**config.mk**
```make
export PLATFORM = sky130hd
export DESIGN_NAME = scc_sys_ctrl
export DESIGN_NICKNAME = d
export VERILOG_FILES = /design/src/scc_pkg.sv /design/src/scc_pin_sync.sv /design/src/scc_pclk_div.sv /design/src/scc_sys_ctrl.sv
export VERILOG_INCLUDE_DIRS = /design/src
export SDC_FILE = /design/constraint.sdc
export NUM_CORES = 1
export LEC_CHECK = 0
export BUFFER_PORTS_ARGS = -buffer_cell sky130_fd_sc_hd__buf_2
export CAP_MARGIN = 20
export CORE_UTILIZATION = 45
export CTS_CLUSTER_DIAMETER = 100
export DETAILED_ROUTE_END_ITERATION = 8
export GPL_ROUTABILITY_DRIVEN = 0
export PLACE_DENSITY = 0.77
export SLEW_MARGIN = 20
export SYNTH_ARGS = -nofsm -noshare
export SYNTH_HDL_FRONTEND = slang
export SYNTH_SLANG_ARGS = --single-unit
```
**constraint.sdc**
```tcl
create_clock -name ref_clk -period 3.7 [get_ports ref_clk]
set_input_delay 0.555 -clock ref_clk [delete_from_list [all_inputs] [get_ports ref_clk]]
set_output_delay 0.555 -clock ref_clk [all_outputs]
set_load 0.05 [all_outputs]
```
**src/scc_defines.svh**
```systemverilog
// Constants for the system clock, reset and power controller
`ifndef SCC_DEFINES_SVH
`define SCC_DEFINES_SVH
`define SCC_CLK_MHZ 250
`define SCC_PLL_SETTLE_US 100
`define SCC_PLL_SETTLE_CYC (`SCC_PLL_SETTLE_US * `SCC_CLK_MHZ)
`define SCC_WAKE_CYC 2048
`define SCC_RST_FILT_NS 12
`define SCC_RST_FILT_CYC ((`SCC_RST_FILT_NS * `SCC_CLK_MHZ + 999) / 1000)
`define SCC_SWITCH_CYC 2
`define SCC_EXT_PINS 9
`define SCC_IRQ_LINES 4
`define SCC_PERIPHS 8
`define SCC_PCLK_QUARTER 2'h0
`define SCC_PCLK_FULL 2'h1
`define SCC_PCLK_HALF 2'h2
`define SCC_PLL_DIV_BASE 5'h02
`define SCC_RESET_VECTOR 32'h00000000
`endif

```
**src/scc_pkg.sv**
```systemverilog
// Types shared by the system clock, reset and power controller
package scc_pkg;
`include "scc_defines.svh"

  typedef enum logic [2:0] {
    ST_RESET = 3'h0,
    ST_WAKE = 3'h1,
    ST_INIT = 3'h2,
    ST_RUN = 3'h3,
    ST_IDLE = 3'h4,
    ST_PDOWN = 3'h5,
    ST_SWITCH = 3'h6
  } scc_state_e;

  typedef struct packed {
    logic pllEnable;
    logic pllConnect;
    logic [4:0] pllMultSel;
    logic [1:0] pllDivSel;
    logic [1:0] pclkRatio;
    logic idleReq;
    logic pdownReq;
    logic vectorSram;
    logic [`SCC_PERIPHS-1:0] periphOn;
    logic [`SCC_EXT_PINS-1:0] extEdge;
    logic [`SCC_EXT_PINS-1:0] extHigh;
    logic [2*`SCC_EXT_PINS-1:0] extRoute;
    logic [`SCC_EXT_PINS-1:0] extClear;
    logic [`SCC_IRQ_LINES-1:0] extWakeEn;
  } scc_ctrl_s;

  typedef struct packed {
    logic cpuClkEn;
    logic memClkEn;
    logic busClkEn;
    logic pclkEn;
    logic [`SCC_PERIPHS-1:0] periphClkEn;
  } scc_clken_s;

  typedef struct packed {
    logic pllPowerOn;
    logic [5:0] pllMult;
    logic [4:0] pllDivide;
    logic [9:0] ccoRatio;
    logic pllLocked;
    logic cpuSelPll;
  } scc_pll_s;
endpackage : scc_pkg

```
**src/scc_pin_sync.sv**
```systemverilog
// Three-stage pin synchroniser with stable level and edge pulses
`timescale 1ns/10ps
module scc_pin_sync #(
  parameter int W = 1
) (
  input wire logic ref_clk,
  input wire logic rst_n,
  input wire logic [W-1:0] pinIn,
  input wire logic [W-1:0] resetLevel,
  output logic [W-1:0] level,
  output logic [W-1:0] rise,
  output logic [W-1:0] fall
);
  logic [W-1:0] s1_q, s2_q, s3_q, lvl_q, lvl_d, rise_q, rise_d, fall_q, fall_d;
  logic started_q;

  // A change counts only once stages two and three agree
  always_comb begin
    lvl_d = started_q ? ((s2_q == s3_q) ? s3_q : lvl_q) : resetLevel;
    rise_d = lvl_d & ~lvl_q & {W{started_q}};
    fall_d = ~lvl_d & lvl_q & {W{started_q}};
  end

  always_ff @(posedge ref_clk or negedge rst_n) begin
    if (!rst_n) begin
      s1_q <= '0;
      s2_q <= '0;
      s3_q <= '0;
      lvl_q <= '0;
      rise_q <= '0;
      fall_q <= '0;
      started_q <= 1'b0;
    end else begin
      s1_q <= pinIn;
      s2_q <= s1_q;
      s3_q <= s2_q;
      lvl_q <= lvl_d;
      rise_q <= rise_d;
      fall_q <= fall_d;
      started_q <= 1'b1;
    end
  end

  assign level = lvl_q;
  assign rise = rise_q;
  assign fall = fall_q;
endmodule : scc_pin_sync

```
**src/scc_pclk_div.sv**
```systemverilog
// Peripheral clock enable divider: full, half or quarter rate
`timescale 1ns/10ps
`include "scc_defines.svh"
module scc_pclk_div
  import scc_pkg::*;
(
  input wire logic ref_clk,
  input wire logic rst_n,
  input wire logic [1:0] ratio,
  input wire logic run,
  output logic pclkEn
);
  logic [1:0] cnt_q, cnt_d;
  logic en_q, en_d, term;

  always_comb begin
    unique case (ratio)
      `SCC_PCLK_FULL: term = 1'b1;
      `SCC_PCLK_HALF: term = cnt_q[0];
      default: term = (cnt_q == 2'h3);
    endcase
    cnt_d = run ? 2'(cnt_q + 2'h1) : 2'h0;
    en_d = run & term;
  end

  always_ff @(posedge ref_clk or negedge rst_n) begin
    if (!rst_n) begin
      cnt_q <= 2'h0;
      en_q <= 1'b0;
    end else begin
      cnt_q <= cnt_d;
      en_q <= en_d;
    end
  end

  assign pclkEn = en_q;
endmodule : scc_pclk_div

```
**src/scc_sys_ctrl.sv**
```systemverilog
// System clock, reset, wake-up and power-mode controller
// What this block does
// - CPU clock is the oscillator unless PLL is running, locked and connected.
// - PLL multiplier accepts every integer one to thirty-two.
// - PLL output divider is two, four, eight or sixteen only.
// - After any chip reset the PLL is off and bypassed.
// - Lock is never shown before the settling interval after enabling.
// - Reset pin or watchdog timeout raise chip reset and start wake-up timer.
// - Reset pin passes a glitch filter; short pulses are ignored.
// - Internal reset holds until pin released, oscillator counted, init done.
// - On release the processor fetches from vector address zero.
// - Every power-down exit runs the wake-up timer first.
// - Nine interrupt pins, edge or level, route onto four request lines.
// - Enabled interrupt pins wake from power-down with no clock running.
// - Mapping control picks first external bank or on-chip RAM for vectors.
// - Idle halts execution until reset or interrupt; peripherals keep clocking.
// - Idle stops processor, memory and internal bus clocks.
// - Power-down stops oscillator and all clocks while state is kept.
// - Power-down ends only on reset or a clockless interrupt.
// - Each peripheral clock can be stopped individually.
// - Peripheral clock runs at full, half or quarter rate; quarter after reset.
// - PLL keeps running through idle if it was running.
`timescale 1ns/10ps
`include "scc_defines.svh"
module scc_sys_ctrl
  import scc_pkg::*;
#(
  parameter logic [14:0] PLL_SETTLE_CYC = 15'(`SCC_PLL_SETTLE_CYC),
  parameter logic [11:0] WAKE_CYC = 12'(`SCC_WAKE_CYC)
) (
  input wire logic ref_clk,
  input wire logic rst_n,
  input wire logic extResetPinN,
  input wire logic watchdogTimeout,
  input wire logic oscGood,
  input wire logic initDone,
  input wire logic periphIrq,
  input wire scc_pkg::scc_ctrl_s ctrl,
  input wire logic [`SCC_EXT_PINS-1:0] extIrqPins,
  output logic oscEnable,
  output logic sysResetN,
  output logic [31:0] resetVector,
  output logic vectorFromSram,
  output logic wdResetFlag,
  output logic [`SCC_IRQ_LINES-1:0] irqLines,
  output scc_pkg::scc_pll_s pll,
  output scc_pkg::scc_clken_s clken
);
  import scc_pkg::*;

  localparam logic [3:0] FILT_CYC = 4'(`SCC_RST_FILT_CYC);
  localparam logic [1:0] SWITCH_CYC = 2'(`SCC_SWITCH_CYC);

  function automatic logic [`SCC_IRQ_LINES-1:0] routeLines(input logic [`SCC_EXT_PINS-1:0] act,
                                                           input logic [2*`SCC_EXT_PINS-1:0] route);
    logic [`SCC_IRQ_LINES-1:0] r;
    r = '0;
    for (int i = 0; i < `SCC_EXT_PINS; i++) begin
      r[route[2*i+:2]] = r[route[2*i+:2]] | act[i];
    end
    return r;
  endfunction : routeLines

  function automatic logic [9:0] ccoRatio(input logic [5:0] mult, input logic [4:0] div);
    return 10'(mult) * 10'(div);
  endfunction : ccoRatio

  scc_state_e state_q, state_d;
  logic [11:0] wakeCnt_q, wakeCnt_d;
  logic [1:0] swCnt_q, swCnt_d;
  logic fromPd_q, fromPd_d, cpuSel_q, cpuSel_d;
  logic [3:0] filtCnt_q, filtCnt_d;
  logic rstFilt_q, rstFilt_d, wdFlag_q, wdFlag_d;
  logic pllOn_q, pllOn_d, lock_q, lock_d;
  logic [14:0] lockCnt_q, lockCnt_d;
  logic [4:0] multSel_q, multSel_d;
  logic [1:0] divSel_q, divSel_d, ratio_q, ratio_d;
  logic vecSram_q, vecSram_d, sysRstN_q, sysRstN_d;
  logic [`SCC_PERIPHS-1:0] periphOn_q, periphOn_d;
  logic [`SCC_EXT_PINS-1:0] pend_q, pend_d, pinAct;
  logic [`SCC_IRQ_LINES-1:0] lines_q, lines_d;
  logic [`SCC_EXT_PINS-1:0] extLvl, extRise, extFall;
  logic rstPinLvl, chipRst, oscOk, connWant, switchNeed, irqAny, irqWake, asyncWake, pclkEn;
  logic [5:0] multVal;
  logic [4:0] divVal;

  scc_pin_sync #(.W(1)) u_rstSync (
    .ref_clk(ref_clk),
    .rst_n(rst_n),
    .pinIn(extResetPinN),
    .resetLevel(1'b1),
    .level(rstPinLvl),
    .rise(),
    .fall()
  );

  scc_pin_sync #(.W(1)) u_oscSync (
    .ref_clk(ref_clk),
    .rst_n(rst_n),
    .pinIn(oscGood),
    .resetLevel(1'b0),
    .level(oscOk),
    .rise(),
    .fall()
  );

  scc_pin_sync #(.W(`SCC_EXT_PINS)) u_extSync (
    .ref_clk(ref_clk),
    .rst_n(rst_n),
    .pinIn(extIrqPins),
    .resetLevel('0),
    .level(extLvl),
    .rise(extRise),
    .fall(extFall)
  );

  // Reset pin filter: low must persist FILT_CYC cycles before it counts
  always_comb begin
    filtCnt_d = rstPinLvl ? 4'h0 : ((filtCnt_q == FILT_CYC) ? filtCnt_q : 4'(filtCnt_q + 4'h1));
    rstFilt_d = !rstPinLvl && (rstFilt_q || filtCnt_q == FILT_CYC - 4'h1);
    chipRst = rstFilt_q | watchdogTimeout;
    // Watchdog event wins over the clear by a pin reset
    wdFlag_d = watchdogTimeout | (wdFlag_q & ~rstFilt_q);
  end

  // External interrupt pins: edges latch, levels pass straight through
  always_comb begin
    pend_d = ((extRise & ctrl.extHigh) | (extFall & ~ctrl.extHigh)) & ctrl.extEdge;
    pend_d = pend_d | (pend_q & ~ctrl.extClear);
    pinAct = (ctrl.extEdge & pend_q) | (~ctrl.extEdge & ~(extLvl ^ ctrl.extHigh));
    lines_d = routeLines(pinAct, ctrl.extRoute);
    irqAny = (|lines_q) | periphIrq;
    irqWake = |(lines_q & ctrl.extWakeEn);
    // Raw pins, no clock involved: this path restarts the oscillator
    asyncWake = |(routeLines(~(extIrqPins ^ ctrl.extHigh), ctrl.extRoute) & ctrl.extWakeEn);
  end

  assign oscEnable = (state_q != ST_PDOWN) | asyncWake | ~extResetPinN;

  // Switch to the PLL only once it is on and locked
  assign connWant = ctrl.pllConnect & pllOn_q & lock_q & ~ctrl.pdownReq;
  assign switchNeed = connWant != cpuSel_q;

  always_comb begin
    state_d = state_q;
    wakeCnt_d = wakeCnt_q;
    swCnt_d = swCnt_q;
    fromPd_d = fromPd_q;
    cpuSel_d = cpuSel_q;
    unique case (state_q)
      ST_RESET: begin
        fromPd_d = 1'b0;
        cpuSel_d = 1'b0;
        wakeCnt_d = 12'h000;
        if (!chipRst) begin
          state_d = ST_WAKE;
        end
      end
      ST_WAKE: begin
        if (oscOk) begin
          if (wakeCnt_q == WAKE_CYC - 12'h001) begin
            state_d = fromPd_q ? ST_RUN : ST_INIT;
            wakeCnt_d = 12'h000;
          end else begin
            wakeCnt_d = 12'(wakeCnt_q + 12'h001);
          end
        end
      end
      ST_INIT: begin
        if (initDone) begin
          state_d = ST_RUN;
        end
      end
      ST_RUN: begin
        if (switchNeed) begin
          state_d = ST_SWITCH;
          swCnt_d = 2'h0;
        end else if (ctrl.pdownReq) begin
          state_d = ST_PDOWN;
        end else if (ctrl.idleReq) begin
          state_d = ST_IDLE;
        end
      end
      ST_IDLE: begin
        if (irqAny) begin
          state_d = ST_RUN;
        end
      end
      ST_PDOWN: begin
        fromPd_d = 1'b1;
        wakeCnt_d = 12'h000;
        if (irqWake) begin
          state_d = ST_WAKE;
        end
      end
      ST_SWITCH: begin
        // Gate the CPU clock on both sides of the source change
        if (swCnt_q == SWITCH_CYC - 2'h1) begin
          cpuSel_d = connWant;
        end
        if (swCnt_q == SWITCH_CYC) begin
          state_d = ST_RUN;
        end else begin
          swCnt_d = 2'(swCnt_q + 2'h1);
        end
      end
      default: begin
        state_d = ST_RESET;
      end
    endcase
    if (chipRst) begin
      state_d = ST_RESET;
      // Drop the PLL selection together with the PLL, while the CPU clock is gated
      cpuSel_d = 1'b0;
    end
  end

  // PLL power, settings and lock; settings freeze while it runs
  always_comb begin
    unique case (state_q)
      ST_RUN, ST_SWITCH: pllOn_d = ctrl.pllEnable | cpuSel_q;
      ST_IDLE: pllOn_d = pllOn_q;
      default: pllOn_d = 1'b0;
    endcase
    if (chipRst) begin
      pllOn_d = 1'b0;
    end
    multSel_d = pllOn_q ? multSel_q : ctrl.pllMultSel;
    divSel_d = pllOn_q ? divSel_q : ctrl.pllDivSel;
    lockCnt_d = !pllOn_q ? 15'h0000 : ((lockCnt_q == PLL_SETTLE_CYC) ? lockCnt_q : 15'(lockCnt_q + 15'h0001));
    lock_d = pllOn_q && pllOn_d && lockCnt_q == PLL_SETTLE_CYC;
    multVal = 6'({1'b0, multSel_q}) + 6'h01;
    divVal = `SCC_PLL_DIV_BASE << divSel_q;
  end

  // Software-facing settings return to defaults on chip reset
  always_comb begin
    ratio_d = ratio_q;
    vecSram_d = vecSram_q;
    periphOn_d = periphOn_q;
    if (state_q == ST_RESET) begin
      ratio_d = `SCC_PCLK_QUARTER;
      vecSram_d = 1'b0;
      periphOn_d = '0;
    end else if (state_q == ST_RUN || state_q == ST_INIT) begin
      ratio_d = (ctrl.pclkRatio == 2'h3) ? `SCC_PCLK_QUARTER : ctrl.pclkRatio;
      vecSram_d = ctrl.vectorSram;
      periphOn_d = ctrl.periphOn;
    end
    sysRstN_d = (state_d != ST_RESET) && !(state_d == ST_WAKE && !fromPd_d) && (state_d != ST_INIT);
  end

  scc_pclk_div u_pclkDiv (
    .ref_clk(ref_clk),
    .rst_n(rst_n),
    .ratio(ratio_q),
    .run(state_q == ST_RUN || state_q == ST_IDLE || state_q == ST_SWITCH || state_q == ST_INIT),
    .pclkEn(pclkEn)
  );

  always_ff @(posedge ref_clk or negedge rst_n) begin
    if (!rst_n) begin
      state_q <= ST_RESET;
      wakeCnt_q <= 12'h000;
      swCnt_q <= 2'h0;
      fromPd_q <= 1'b0;
      cpuSel_q <= 1'b0;
      filtCnt_q <= 4'h0;
      rstFilt_q <= 1'b0;
      wdFlag_q <= 1'b0;
      pllOn_q <= 1'b0;
      lock_q <= 1'b0;
      lockCnt_q <= 15'h0000;
      multSel_q <= 5'h00;
      divSel_q <= 2'h0;
      ratio_q <= `SCC_PCLK_QUARTER;
      vecSram_q <= 1'b0;
      periphOn_q <= '0;
      pend_q <= '0;
      lines_q <= '0;
      sysRstN_q <= 1'b0;
    end else begin
      state_q <= state_d;
      wakeCnt_q <= wakeCnt_d;
      swCnt_q <= swCnt_d;
      fromPd_q <= fromPd_d;
      cpuSel_q <= cpuSel_d;
      filtCnt_q <= filtCnt_d;
      rstFilt_q <= rstFilt_d;
      wdFlag_q <= wdFlag_d;
      pllOn_q <= pllOn_d;
      lock_q <= lock_d;
      lockCnt_q <= lockCnt_d;
      multSel_q <= multSel_d;
      divSel_q <= divSel_d;
      ratio_q <= ratio_d;
      vecSram_q <= vecSram_d;
      periphOn_q <= periphOn_d;
      pend_q <= pend_d;
      lines_q <= lines_d;
      sysRstN_q <= sysRstN_d;
    end
  end

  // CPU, memory and bus clocks only in run; peripherals keep pclk in idle
  assign clken.cpuClkEn = (state_q == ST_RUN) & ~chipRst;
  assign clken.memClkEn = (state_q == ST_RUN);
  assign clken.busClkEn = (state_q == ST_RUN);
  assign clken.pclkEn = pclkEn;
  assign clken.periphClkEn = periphOn_q & {`SCC_PERIPHS{pclkEn}};
  assign pll.pllPowerOn = pllOn_q;
  assign pll.pllMult = multVal;
  assign pll.pllDivide = divVal;
  assign pll.ccoRatio = ccoRatio(multVal, divVal);
  assign pll.pllLocked = lock_q;
  assign pll.cpuSelPll = cpuSel_q;
  assign sysResetN = sysRstN_q;
  assign resetVector = `SCC_RESET_VECTOR;
  assign vectorFromSram = vecSram_q;
  assign wdResetFlag = wdFlag_q;
  assign irqLines = lines_q;

  logic [15:0] onCnt_q;
  always_ff @(posedge ref_clk or negedge rst_n) begin
    if (!rst_n) begin
      onCnt_q <= 16'h0000;
    end else begin
      onCnt_q <= !pllOn_q ? 16'h0000 : ((&onCnt_q) ? onCnt_q : 16'(onCnt_q + 16'h0001));
    end
  end
endmodule : scc_sys_ctrl

```
==> summary.txt, run 1 <==
Outcome
  • Status: complete, but fails checks
  • Failing checks: negative setup slack

Floorplan
  • Die Area: 0.0180 mm2
  • Row count: 47
  • Core area: roughly 0.017 mm2
  • Starting Density: a little under half
  • Die W: ~130 um
  • Num ports: about 160
  • Die Height: 134 um

Critical path
  • WP data required: ~3.1 ns
  • CP Class: flop to output port
  • FF-to-FF Start: state_q[2]$_DFF_PN0_
  • Critical Path Fanout Max: 5
  • WP data arrival: 3.93 ns
  • Worst Setup Start Kind: flop
  • R2R cell count: 8
  • Worst r2r dst: wakeCnt_q[5]$_DFFE_PN0P_
  • Flop2flop setup slack: 1.35 ns
  • Crit end category: output port

Yosys
  • Syn avg cell area: 9.78 um2
  • Synth top area cells: dfrtp_1 (45%), ha_1 (4.5%), xor2_1 (4.0%)
  • EDFF count, synth: 0
  • Mapped cell area: 0.00787 mm2
  • Synth Area in Adders: approximately 6.5%
  • Synth area leader: dfrtp_1
  • Post-synthesis cell count: around 810
  • Top cell type's share of synthesized area: about 45%
  • Seq/Total Area, Yosys: ~45%
  • Netlist cell types: 69
  • Ys async rst share: between 90% and 100%
  • Compound-Gate Fraction of Synth Area: 12.4%
  • Ys flop type: dfrtp_1
  • Yosys warns: 0
  • Mux share of post-synthesis cell area: approximately 3.6%
  • Yosys reg bits: 140
  • Simple-Gate Fraction of Synth Area: 19.2%
  • Post-synthesis xor/xnor area fraction: under 10%
  • Largest family of logic cells by synthesized area: simple AND/OR/NAND/NOR gates

GRT
  • First-pass GRT wire length: approximately 30000 um
  • Vias in the first global route: slightly above 6000
  • Met2 usage: ~35%
  • GRT Total Usage: 20.8%
  • M1 GR Usage: a little over a quarter
  • Grt total ovfl: 0
  • Gr busiest metal: met2
  • Met3 Usage GRT: roughly 4.5%
  • Largest net degree at the start of global routing: just over 90
  • Antenna violations before repair: 2

Placed design
  • Port-buffer cells: about 130
  • HPWL Detailed: about 13000 um
  • DP Worst Slack: -0.535 ns
  • Placed insts: ~1200

Layout
  • Non-filler cells, final: 1202
  • Area growth from synthesis to final layout: 25.8%
  • Fin util: approximately three fifths
  • Net count, final: between 1000 and 1500
  • Share of cells above drive strength 1: between 20% and 30%

Power
  • Flop pwr share: a little under two fifths
  • Logic pwr share: around 17%
  • Net Switching: between 1 and 1.5 mW
  • VDD IR-drop max: around 0.00034 V
  • Lkg Pwr: approximately 4.6 nW
  • Power share of the clock group: ~45%
  • Pwr per Cell Area: approximately 420 mW/mm2
  • P_int: 3.01 mW
  • Power Total: around 4.2 mW
  • Switching power share of the total: 27.7%

Clock network
  • CTS buffer count: 17
  • Worst skew pair latency: around 0.42 ns
  • Reg clk slew, reported paths: approximately 0.07 ns
  • CTS tree: done
  • Clk root buf: clkbuf_16
  • CTS sink cnt: 140
  • Htree depth: 4
  • CTS Buffer Depth: 2

STA
  • Setup TNS: -2.75 ns
  • Max-slew violations: 0
  • RSZ-0062 raised after global routing: yes
  • Min Tclk post-route: roughly 4.5 ns
  • Final setup fails: 5
  • Max_slew headroom: between 40 and 50%
  • Max Freq: between 0.2 and 0.25 GHz
  • Clk_skew: roughly 0.017 ns
  • Period utilization: 121%
  • Hold Vio Cnt, Final: 0
  • Post-route setup slack: -0.786 ns
  • Worst-Margin Slew: roughly 0.82 ns

Route
  • Avg Vias per Cell: 5.24
  • Initial DRC Count: 418
  • DRC: 0
  • Final WL: about 18000 um
  • Routed Antenna Nets: 0
  • Wirelength per Cell: between 15 and 20 um
  • DRT Pass-1 Iters: 5
  • Total number of vias: roughly 6300

Worst hold path
  • Worst Hold Class: input pin to async pin

Run
  • Max Cap Violations: 0
-- worst max-delay path, cell delays in order (launching register included) --
cell and delay (ns):
dfrtp_1 0.40, buf_4 0.13, and3_4 0.20, xor2_4 0.21
nand2_2 0.08, fa_1 0.52, inv_2 0.04, fa_1 0.49
ha_4 0.31, ha_4 0.19, a21o_1 0.16, a21oi_2 0.14
o21bai_1 0.10, a21oi_2 0.24, xnor2_4 0.14, buf_6 0.17
-- routing by layer --
layer / up-vias / part of all wire [%] / wire, um
li1: 3036 / - / -
met2: 209 / 49 / 9040
met1: 3023 / 43 / 7920
met3: 26 / 6.1 / 1110
met4: 2 / 1.2 / 227
met5: - / 0.071 / 13
-- placed cells by master (no fill, tap or decap), types with 20 or more instances in the layout --
cell,synthesis,layout
o21ai_0,34,33
buf_4,39,37
nand2_1,69,64
ha_1,28,22
nor2b_1,25,25
a21oi_1,23,20
nand3_1,29,29
conb_1,2,35
buf_2,2,120
nor2_1,76,75
xor2_1,36,33
inv_1,48,43
dfrtp_1,140,138
-- cell families (layout without fill, tap and decap cells) --
| kind of cell | Yosys count | in the layout |
|---|---|---|
| xor+xnor | 61 | 61 |
| compound gates | 136 | 136 |
| fa+ha+maj | 36 | 36 |
| buf+inv | 104 | 247 |
| simple gates | 300 | 300 |
| other cells | 2 | 36 |
| flops | 140 | 140 |
| mux | 26 | 26 |
-- state kept, by name, indices dropped and copies added, names as in the netlist, 2 cells and up --
signal / cells
pend_q: 9
lockCnt_q: 15
divSel_q: 2
ratio_q: 2
state_q: 3
wakeCnt_q: 12
multSel_q: 5
u_pclkDiv.cnt_q: 2
u_extSync.s2_q: 9
u_extSync.s3_q: 9
filtCnt_q: 4
swCnt_q: 2
u_extSync.s1_q: 9
u_extSync.rise: 9
irqLines: 4
u_extSync.fall: 9
periphOn_q: 8
u_extSync.level: 9
-- power by group through the flow --
stage                     logic [mW]  clock network (mW)  registers, mW
after floorplan                0.450                   0           1.64
after global placement         0.648                   0           1.63
after detailed placement       0.656                   0           1.63
after CTS                      0.686                1.88           1.60
after global routing           0.763                1.95           1.60
final                          0.710                1.86           1.60
-- layout make-up --
type,instances,area [um2]
timing repair buffer,168,1010
sequential,140,3510
clock buffer,18,429
fill,1404,6920
inverter,48,194
antenna,1,2.50
multi-input combinational,594,4270
clock inverter,13,216
tap,220,275
-- cell usage after synthesis (23+ instances only) --
library cell and instances:
xnor2_1 23, o21ai_0 34, nor2_1 76, xor2_1 36, ha_1 28, dfrtp_1 140
nand3_1 29, nand2_1 69, buf_4 39, nor2b_1 25, inv_1 48, a21oi_1 23
-- through the flow --
step	hold WS, ns	instance area, um2
3_5_place_dp	0.336	9040
4_1_cts	0.229	9790
5_1_grt	0.230	9900
2_1_floorplan	0.259	8190
6_report	0.157	9900
3_3_place_gp	0.331	9040
-- what timing repair did --
action                     in CTS  in global routing
hold buffers                    0                  0
gates cloned                    0                  0
gates resized for setup        21                 20
setup endpoints to repair       6                  7
buffers inserted                3                  0
pin swaps                      11                 13
-- how the worst max path moves through the flow --
stage                         end  cells past startpoint                     start  slack (ns)
after floorplan           pll[11]                     11  multSel_q[0]$_DFFE_PN0N_       -0.44
after detailed placement  pll[10]                     15  multSel_q[1]$_DFFE_PN0N_       -0.54
final                     pll[11]                     15  multSel_q[1]$_DFFE_PN0N_       -0.79
after global placement    pll[10]                     15  multSel_q[1]$_DFFE_PN0N_       -0.47
after CTS                 pll[11]                     15  multSel_q[1]$_DFFE_PN0N_       -0.83
after global routing      pll[11]                     15  multSel_q[1]$_DFFE_PN0N_       -0.95
No activity file was read; power rests on OpenSTA's default activity.
==> run 2, diff against run 1 <==
Settings changed: RECOVER_POWER from default to 25.
==> summary.txt, run 2 (synthesis results as in run 1) <==
GRT
  • First-pass GRT wire length: just under 30000 um
  • Vias in the first global route: ~6200
  • Grt total ovfl: 0
  • Antenna violations before repair: 2
  • Largest net degree at the start of global routing: 91
  • GRT Total Usage: 20.8%

Layout
  • Share of cells above drive strength 1: 27.0%
  • Net count, final: 1092
  • Commonest non-fill, non-tap cell in the layout: dfrtp_1
  • Register area: around 0.0035 mm2
  • Fin util: about three fifths
  • Top reg by flops: lockCnt_q
  • Non-filler cells, final: roughly 1200
  • Max reg flops: 15
  • Largest regs: lockCnt_q (15), wakeCnt_q (12)
  • FILL cells: roughly 1400
  • Area occupied by multi-input gates: roughly 0.0043 mm2
  • Area growth from synthesis to final layout: 25.5%
  • Most frequent cells in the layout: dfrtp_1 (138), buf_2 (110), nor2_1 (75), nand2_1 (64), inv_1 (43)

Floorplan
  • Die Area: around 0.018 mm2
  • Num ports: approximately 160
  • Die W: ~130 um
  • Row count: 47
  • Starting Density: 46.8%
  • Core area: 0.0168 mm2
  • Die Height: 134 um

Clock network
  • CTS tree: done
  • CTS Buffer Depth: 2
  • Worst skew pair latency: between 0.4 and 0.5 ns
  • Reg clk slew, reported paths: approximately 0.070 ns
  • Clk root buf: clkbuf_16
  • CTS sink cnt: between 100 and 150
  • Htree depth: 4
  • CTS buffer count: 17

Critical path
  • Buf/Inv on CP: 3
  • Max incr delay on CP: around 0.52 ns
  • Crit. path cell count: 15
  • Slowest stage cell, crit path: fa_1
  • WP data arrival: 3.93 ns
  • Setup crit start: multSel_q[1]$_DFFE_PN0N_
  • R2R cell count: 8
  • Cell family with most CP delay: adder cells
  • Worst Setup Start Kind: flop
  • CP Class: flop to output port
  • Crit-path cells: buf_4 > and3_4 > xor2_4 > nand2_2 > fa_1 > inv_2 > fa_1 > ha_4 > ha_4 > a21o_1 > a21oi_2 > o21bai_1 > a21oi_2 > xnor2_4 > buf_6
  • Critical Path Fanout Max: 5
  • FF-to-FF Start: state_q[2]$_DFF_PN0_
  • Crit end category: output port
  • WP data required: about 3.1 ns
  • Flop2flop setup slack: 1.35 ns

Power
  • Logic pwr share: about 17%
  • Power share of the clock group: 44.6%
  • VDD IR-drop max: 0.000345 V
  • Lkg Pwr: 4.56 nW
  • P_int: roughly 3 mW
  • Net Switching: between 1 and 1.5 mW
  • Switching power share of the total: 27.7%
  • Flop pwr share: between 30% and 40%
  • Power Total: between 4 and 5 mW
  • Pwr per Cell Area: 422 mW/mm2

STA
  • Hold Vio Cnt, Final: 0
  • Max-slew violations: 90
  • Min Tclk post-route: between 4 and 5 ns
  • Post-route setup slack: -0.787 ns
  • Max Freq: between 0.2 and 0.25 GHz
  • Worst-Margin Slew: 2.20 ns
  • Clk_skew: 0.0156 ns
  • RSZ-0062 raised after global routing: yes
  • Max_slew headroom: -47.0%
  • Period utilization: 121%
  • Final setup fails: 6

Worst hold path
  • HP Start: oscGood
  • Worst Hold Class: input pin to flop
  • Hold Path Stages: 1

Placed design
  • HPWL Detailed: roughly 13000 um
  • Port-buffer cells: between 100 and 150
  • Placed insts: 1169

Route
  • Final WL: about 18000 um
  • Initial DRC Count: a little over 400
  • DRC: 0
  • Wirelength per Cell: 15.2 um
  • Avg Vias per Cell: around 5.2
  • Total number of vias: 6272
  • Routed Antenna Nets: 0
  • DRT Pass-1 Iters: 5

Run
  • Max Cap Violations: 1

Outcome
  • Failing checks: max-capacitance violations, max-slew violations, negative setup slack
  • Status: complete, but fails checks
run 2: cell count changes in the layout (fill, tap and decap cells not counted), sizes merged:
cell	change
clkbuf	+11
buf	-11
run 2: stage by stage:
| step | cell area [um2] | hold WS (ns) | setup slack, ns | setup TNS, ns |
|---|---|---|---|---|
| 6_report | 9880 | 0.236 | -0.787 | -2.79 |
| 5_1_grt | 9880 | 0.230 | -0.948 | -3.49 |
| 4_1_cts | 9790 | 0.229 | -0.825 | -3.31 |
| 3_5_place_dp | 9040 | 0.336 | -0.535 | -1.64 |
| 3_3_place_gp | 9040 | 0.331 | -0.467 | -1.28 |
| 2_1_floorplan | 8190 | 0.259 | -0.437 | -1.45 |
run 2: area by class of cell:
class | count | share of cell area (%)
Tap cell | 220 | 2.79
Antenna cell | 1 | 0.0253
Timing Repair Buffer | 168 | 10.0
Clock inverter | 13 | 2.19
Clock buffer | 18 | 4.34
Multi-Input combinational cell | 594 | 43.2
Inverter | 48 | 1.96
Sequential cell | 140 | 35.5
run 2: routing by layer:
metal	vias up	GRT usage (%)	share of wire, %
li1	3034	-	-
met1	3003	26.4	43
met2	208	35.4	49
met3	25	4.54	6.0
met4	2	6.24	1.2
met5	-	0	0.071
run 2: power by group through the flow:
stage	combinational [mW]	sequential [mW]	clock, mW
detailed placement	0.656	1.63	0
finish	0.707	1.60	1.86
global route	0.761	1.61	1.95
global placement	0.648	1.63	0
CTS	0.686	1.60	1.88
floorplan	0.450	1.64	0
run 2: worst paths after layout:
| check | to |
|---|---|
| setup / recovery | pll[11] |
| setup reg to reg | wakeCnt_q[5]$_DFFE_PN0P_ |
| hold / removal | u_oscSync.s1_q$_DFF_PN0_ |
| max in group asynchronous | multSel_q[2]$_DFFE_PN0N_ |
| hold reg to reg | u_extSync.s2_q[0]$_DFF_PN0_ |
| min in group asynchronous | u_extSync.level[3]$_DFF_PN0_ |
run 2: repair_timing:
action	4_1_cts	5_1_grt
gates resized for setup	21	20
hold buffers	0	0
setup buffers	3	0
endpoints found under the setup margin	6	7
pin swaps	11	13
==> run 3, diff against run 2 <==
Settings changed: SETUP_SLACK_MARGIN from default to 0.05.
==> summary.txt, run 3 (synthesis results as in run 1) <==
STA
  • Worst-Margin Slew: about 2.2 ns
  • Clk_skew: around 0.016 ns
  • Max_slew headroom: -47.5%
  • Max Freq: 0.223 GHz
  • Max-slew violations: 90
  • Min Tclk post-route: approximately 4.5 ns
  • Hold Vio Cnt, Final: 0
  • Period utilization: 121%
  • Final setup fails: 6
  • Setup TNS: -2.76 ns
  • WHS: approximately 0.24 ns
  • Post-route setup slack: -0.784 ns
  • RSZ-0062 raised after global routing: yes

Layout
  • Area growth from synthesis to final layout: 25.8%
  • Share of cells above drive strength 1: 27.1%
  • Finished Cell Area: slightly below 0.01 mm2
  • Most frequent cells in the layout: dfrtp_1 (138), buf_2 (108), nor2_1 (75), nand2_1 (64), inv_1 (43)
  • Max reg flops: 15
  • Non-filler cells, final: between 1000 and 1500
  • Register area: 0.00351 mm2
  • Fin util: between 50% and 60%
  • FILL cells: 1403
  • Top reg by flops: lockCnt_q
  • Largest regs: lockCnt_q (15), wakeCnt_q (12)
  • Commonest non-fill, non-tap cell in the layout: dfrtp_1
  • Net count, final: 1092
  • Area occupied by multi-input gates: between 0.004 and 0.005 mm2

Route
  • Initial DRC Count: around 380
  • DRC: 0
  • Avg Vias per Cell: 5.22
  • Final WL: between 15000 and 20000 um
  • Total number of vias: 6277
  • DRT Pass-1 Iters: 5
  • Routed Antenna Nets: 0
  • Wirelength per Cell: between 15 and 20 um

Floorplan
  • Core area: 0.0168 mm2
  • Num ports: approximately 160
  • Die W: between 100 and 150 um
  • Row count: 47
  • Starting Density: 46.8%
  • Die Height: ~130 um
  • Die Area: between 0.015 and 0.02 mm2

Worst hold path
  • Hold Path Stages: 1
  • HP Start: oscGood
  • Worst Hold Class: input pin to flop

Critical path
  • CP Class: flop to output port
  • Setup crit start: multSel_q[1]$_DFFE_PN0N_
  • R2R cell count: 8
  • Crit end category: output port
  • Worst Setup Start Kind: flop
  • FF-to-FF Start: state_q[2]$_DFF_PN0_
  • WP data arrival: 3.93 ns
  • Critical Path Fanout Max: 5
  • WP data required: between 3 and 4 ns

GRT
  • Antenna violations before repair: 2
  • Grt total ovfl: 0
  • Vias in the first global route: 6182
  • First-pass GRT wire length: 29600 um
  • GRT Total Usage: approximately 21%
  • Largest net degree at the start of global routing: around 90

Placed design
  • Port-buffer cells: around 130
  • DP Worst Slack: -0.535 ns
  • HPWL Detailed: about 13000 um
  • Placed insts: about 1200
  • Placement Cell Area: around 0.009 mm2

Clock network
  • CTS buffer count: 17
  • CTS Buffer Depth: 2
  • Clk root buf: clkbuf_16
  • Worst skew pair latency: roughly 0.42 ns
  • CTS sink cnt: 140
  • Htree depth: 4
  • Reg clk slew, reported paths: ~0.06 ns
  • Hold_buf cts: 0
  • CTS tree: done

Power
  • Net Switching: roughly 1.2 mW
  • Lkg Pwr: approximately 4.6 nW
  • Power share of the clock group: about 45%
  • VDD IR-drop max: roughly 0.00034 V
  • Power Total: approximately 4.2 mW
  • Switching power share of the total: between 20% and 30%
  • Pwr per Cell Area: 421 mW/mm2
  • P_int: 3.02 mW
  • Flop pwr share: 38.4%
  • Logic pwr share: between 10% and 20%

Outcome
  • Failing checks: max-capacitance violations, max-slew violations, negative setup slack
  • Status: complete, but fails checks

Run
  • Max Cap Violations: 1
==> run 3: cell counts in the layout (fill, tap and decap cells not counted) <==
Identical to the previous run, type by type.
==> run 3: power by group through the flow <==
stage	clock network, mW	registers [mW]	logic, mW
2_1_floorplan	0	1.64	0.450
3_3_place_gp	0	1.63	0.648
3_5_place_dp	0	1.63	0.656
4_1_cts	1.88	1.60	0.690
5_1_grt	1.95	1.61	0.767
6_report	1.86	1.60	0.713
==> run 3: final cells by class <==
type | instances | share of cell area, %
clock buffer | 18 | 4.33
sequential | 140 | 35.4
inverter | 48 | 1.96
timing repair buffer | 168 | 10.1
tap | 220 | 2.78
clock inverter | 13 | 2.19
antenna | 1 | 0.0253
multi-input combinational | 594 | 43.2
==> run 3: repair_timing <==
| action | in CTS | in global routing |
|---|---|---|
| hold endpoints to repair | 0 | 0 |
| pin swaps | 11 | 18 |
| setup buffers | 3 | 0 |
| gates resized for setup | 23 | 33 |
| setup endpoints to repair | 7 | 7 |
==> run 3: layer usage <==
metal	GRT usage, %	share of wire [%]	up-vias
met3	4.54	6.0	22
li1	-	-	3036
met5	0	0.071	-
met1	26.4	43	3018
met4	6.24	1.1	2
met2	35.4	49	199
==> run 3: worst max-delay path, stage by stage (launching register included) <==
cell and delay [ns]:
dfrtp_1 0.40, buf_4 0.13, and3_4 0.20, xor2_4 0.21, nand2_2 0.08, fa_1 0.52
inv_2 0.04, fa_1 0.49, ha_4 0.31, ha_4 0.19, a21o_1 0.16, a21oi_2 0.14
o21bai_1 0.10, a21oi_2 0.24, xnor2_4 0.14, buf_6 0.17
==> run 3: final timing paths <==
path / slack, ns / to
hold / removal: 0.24 / u_oscSync.s1_q$_DFF_PN0_
hold reg to reg: 0.34 / u_extSync.s2_q[0]$_DFF_PN0_
max in group asynchronous: 1.44 / multSel_q[2]$_DFFE_PN0N_
setup reg to reg: 1.35 / wakeCnt_q[5]$_DFFE_PN0P_
min in group asynchronous: 0.73 / u_extSync.level[3]$_DFF_PN0_
setup / recovery: -0.78 / pll[11]
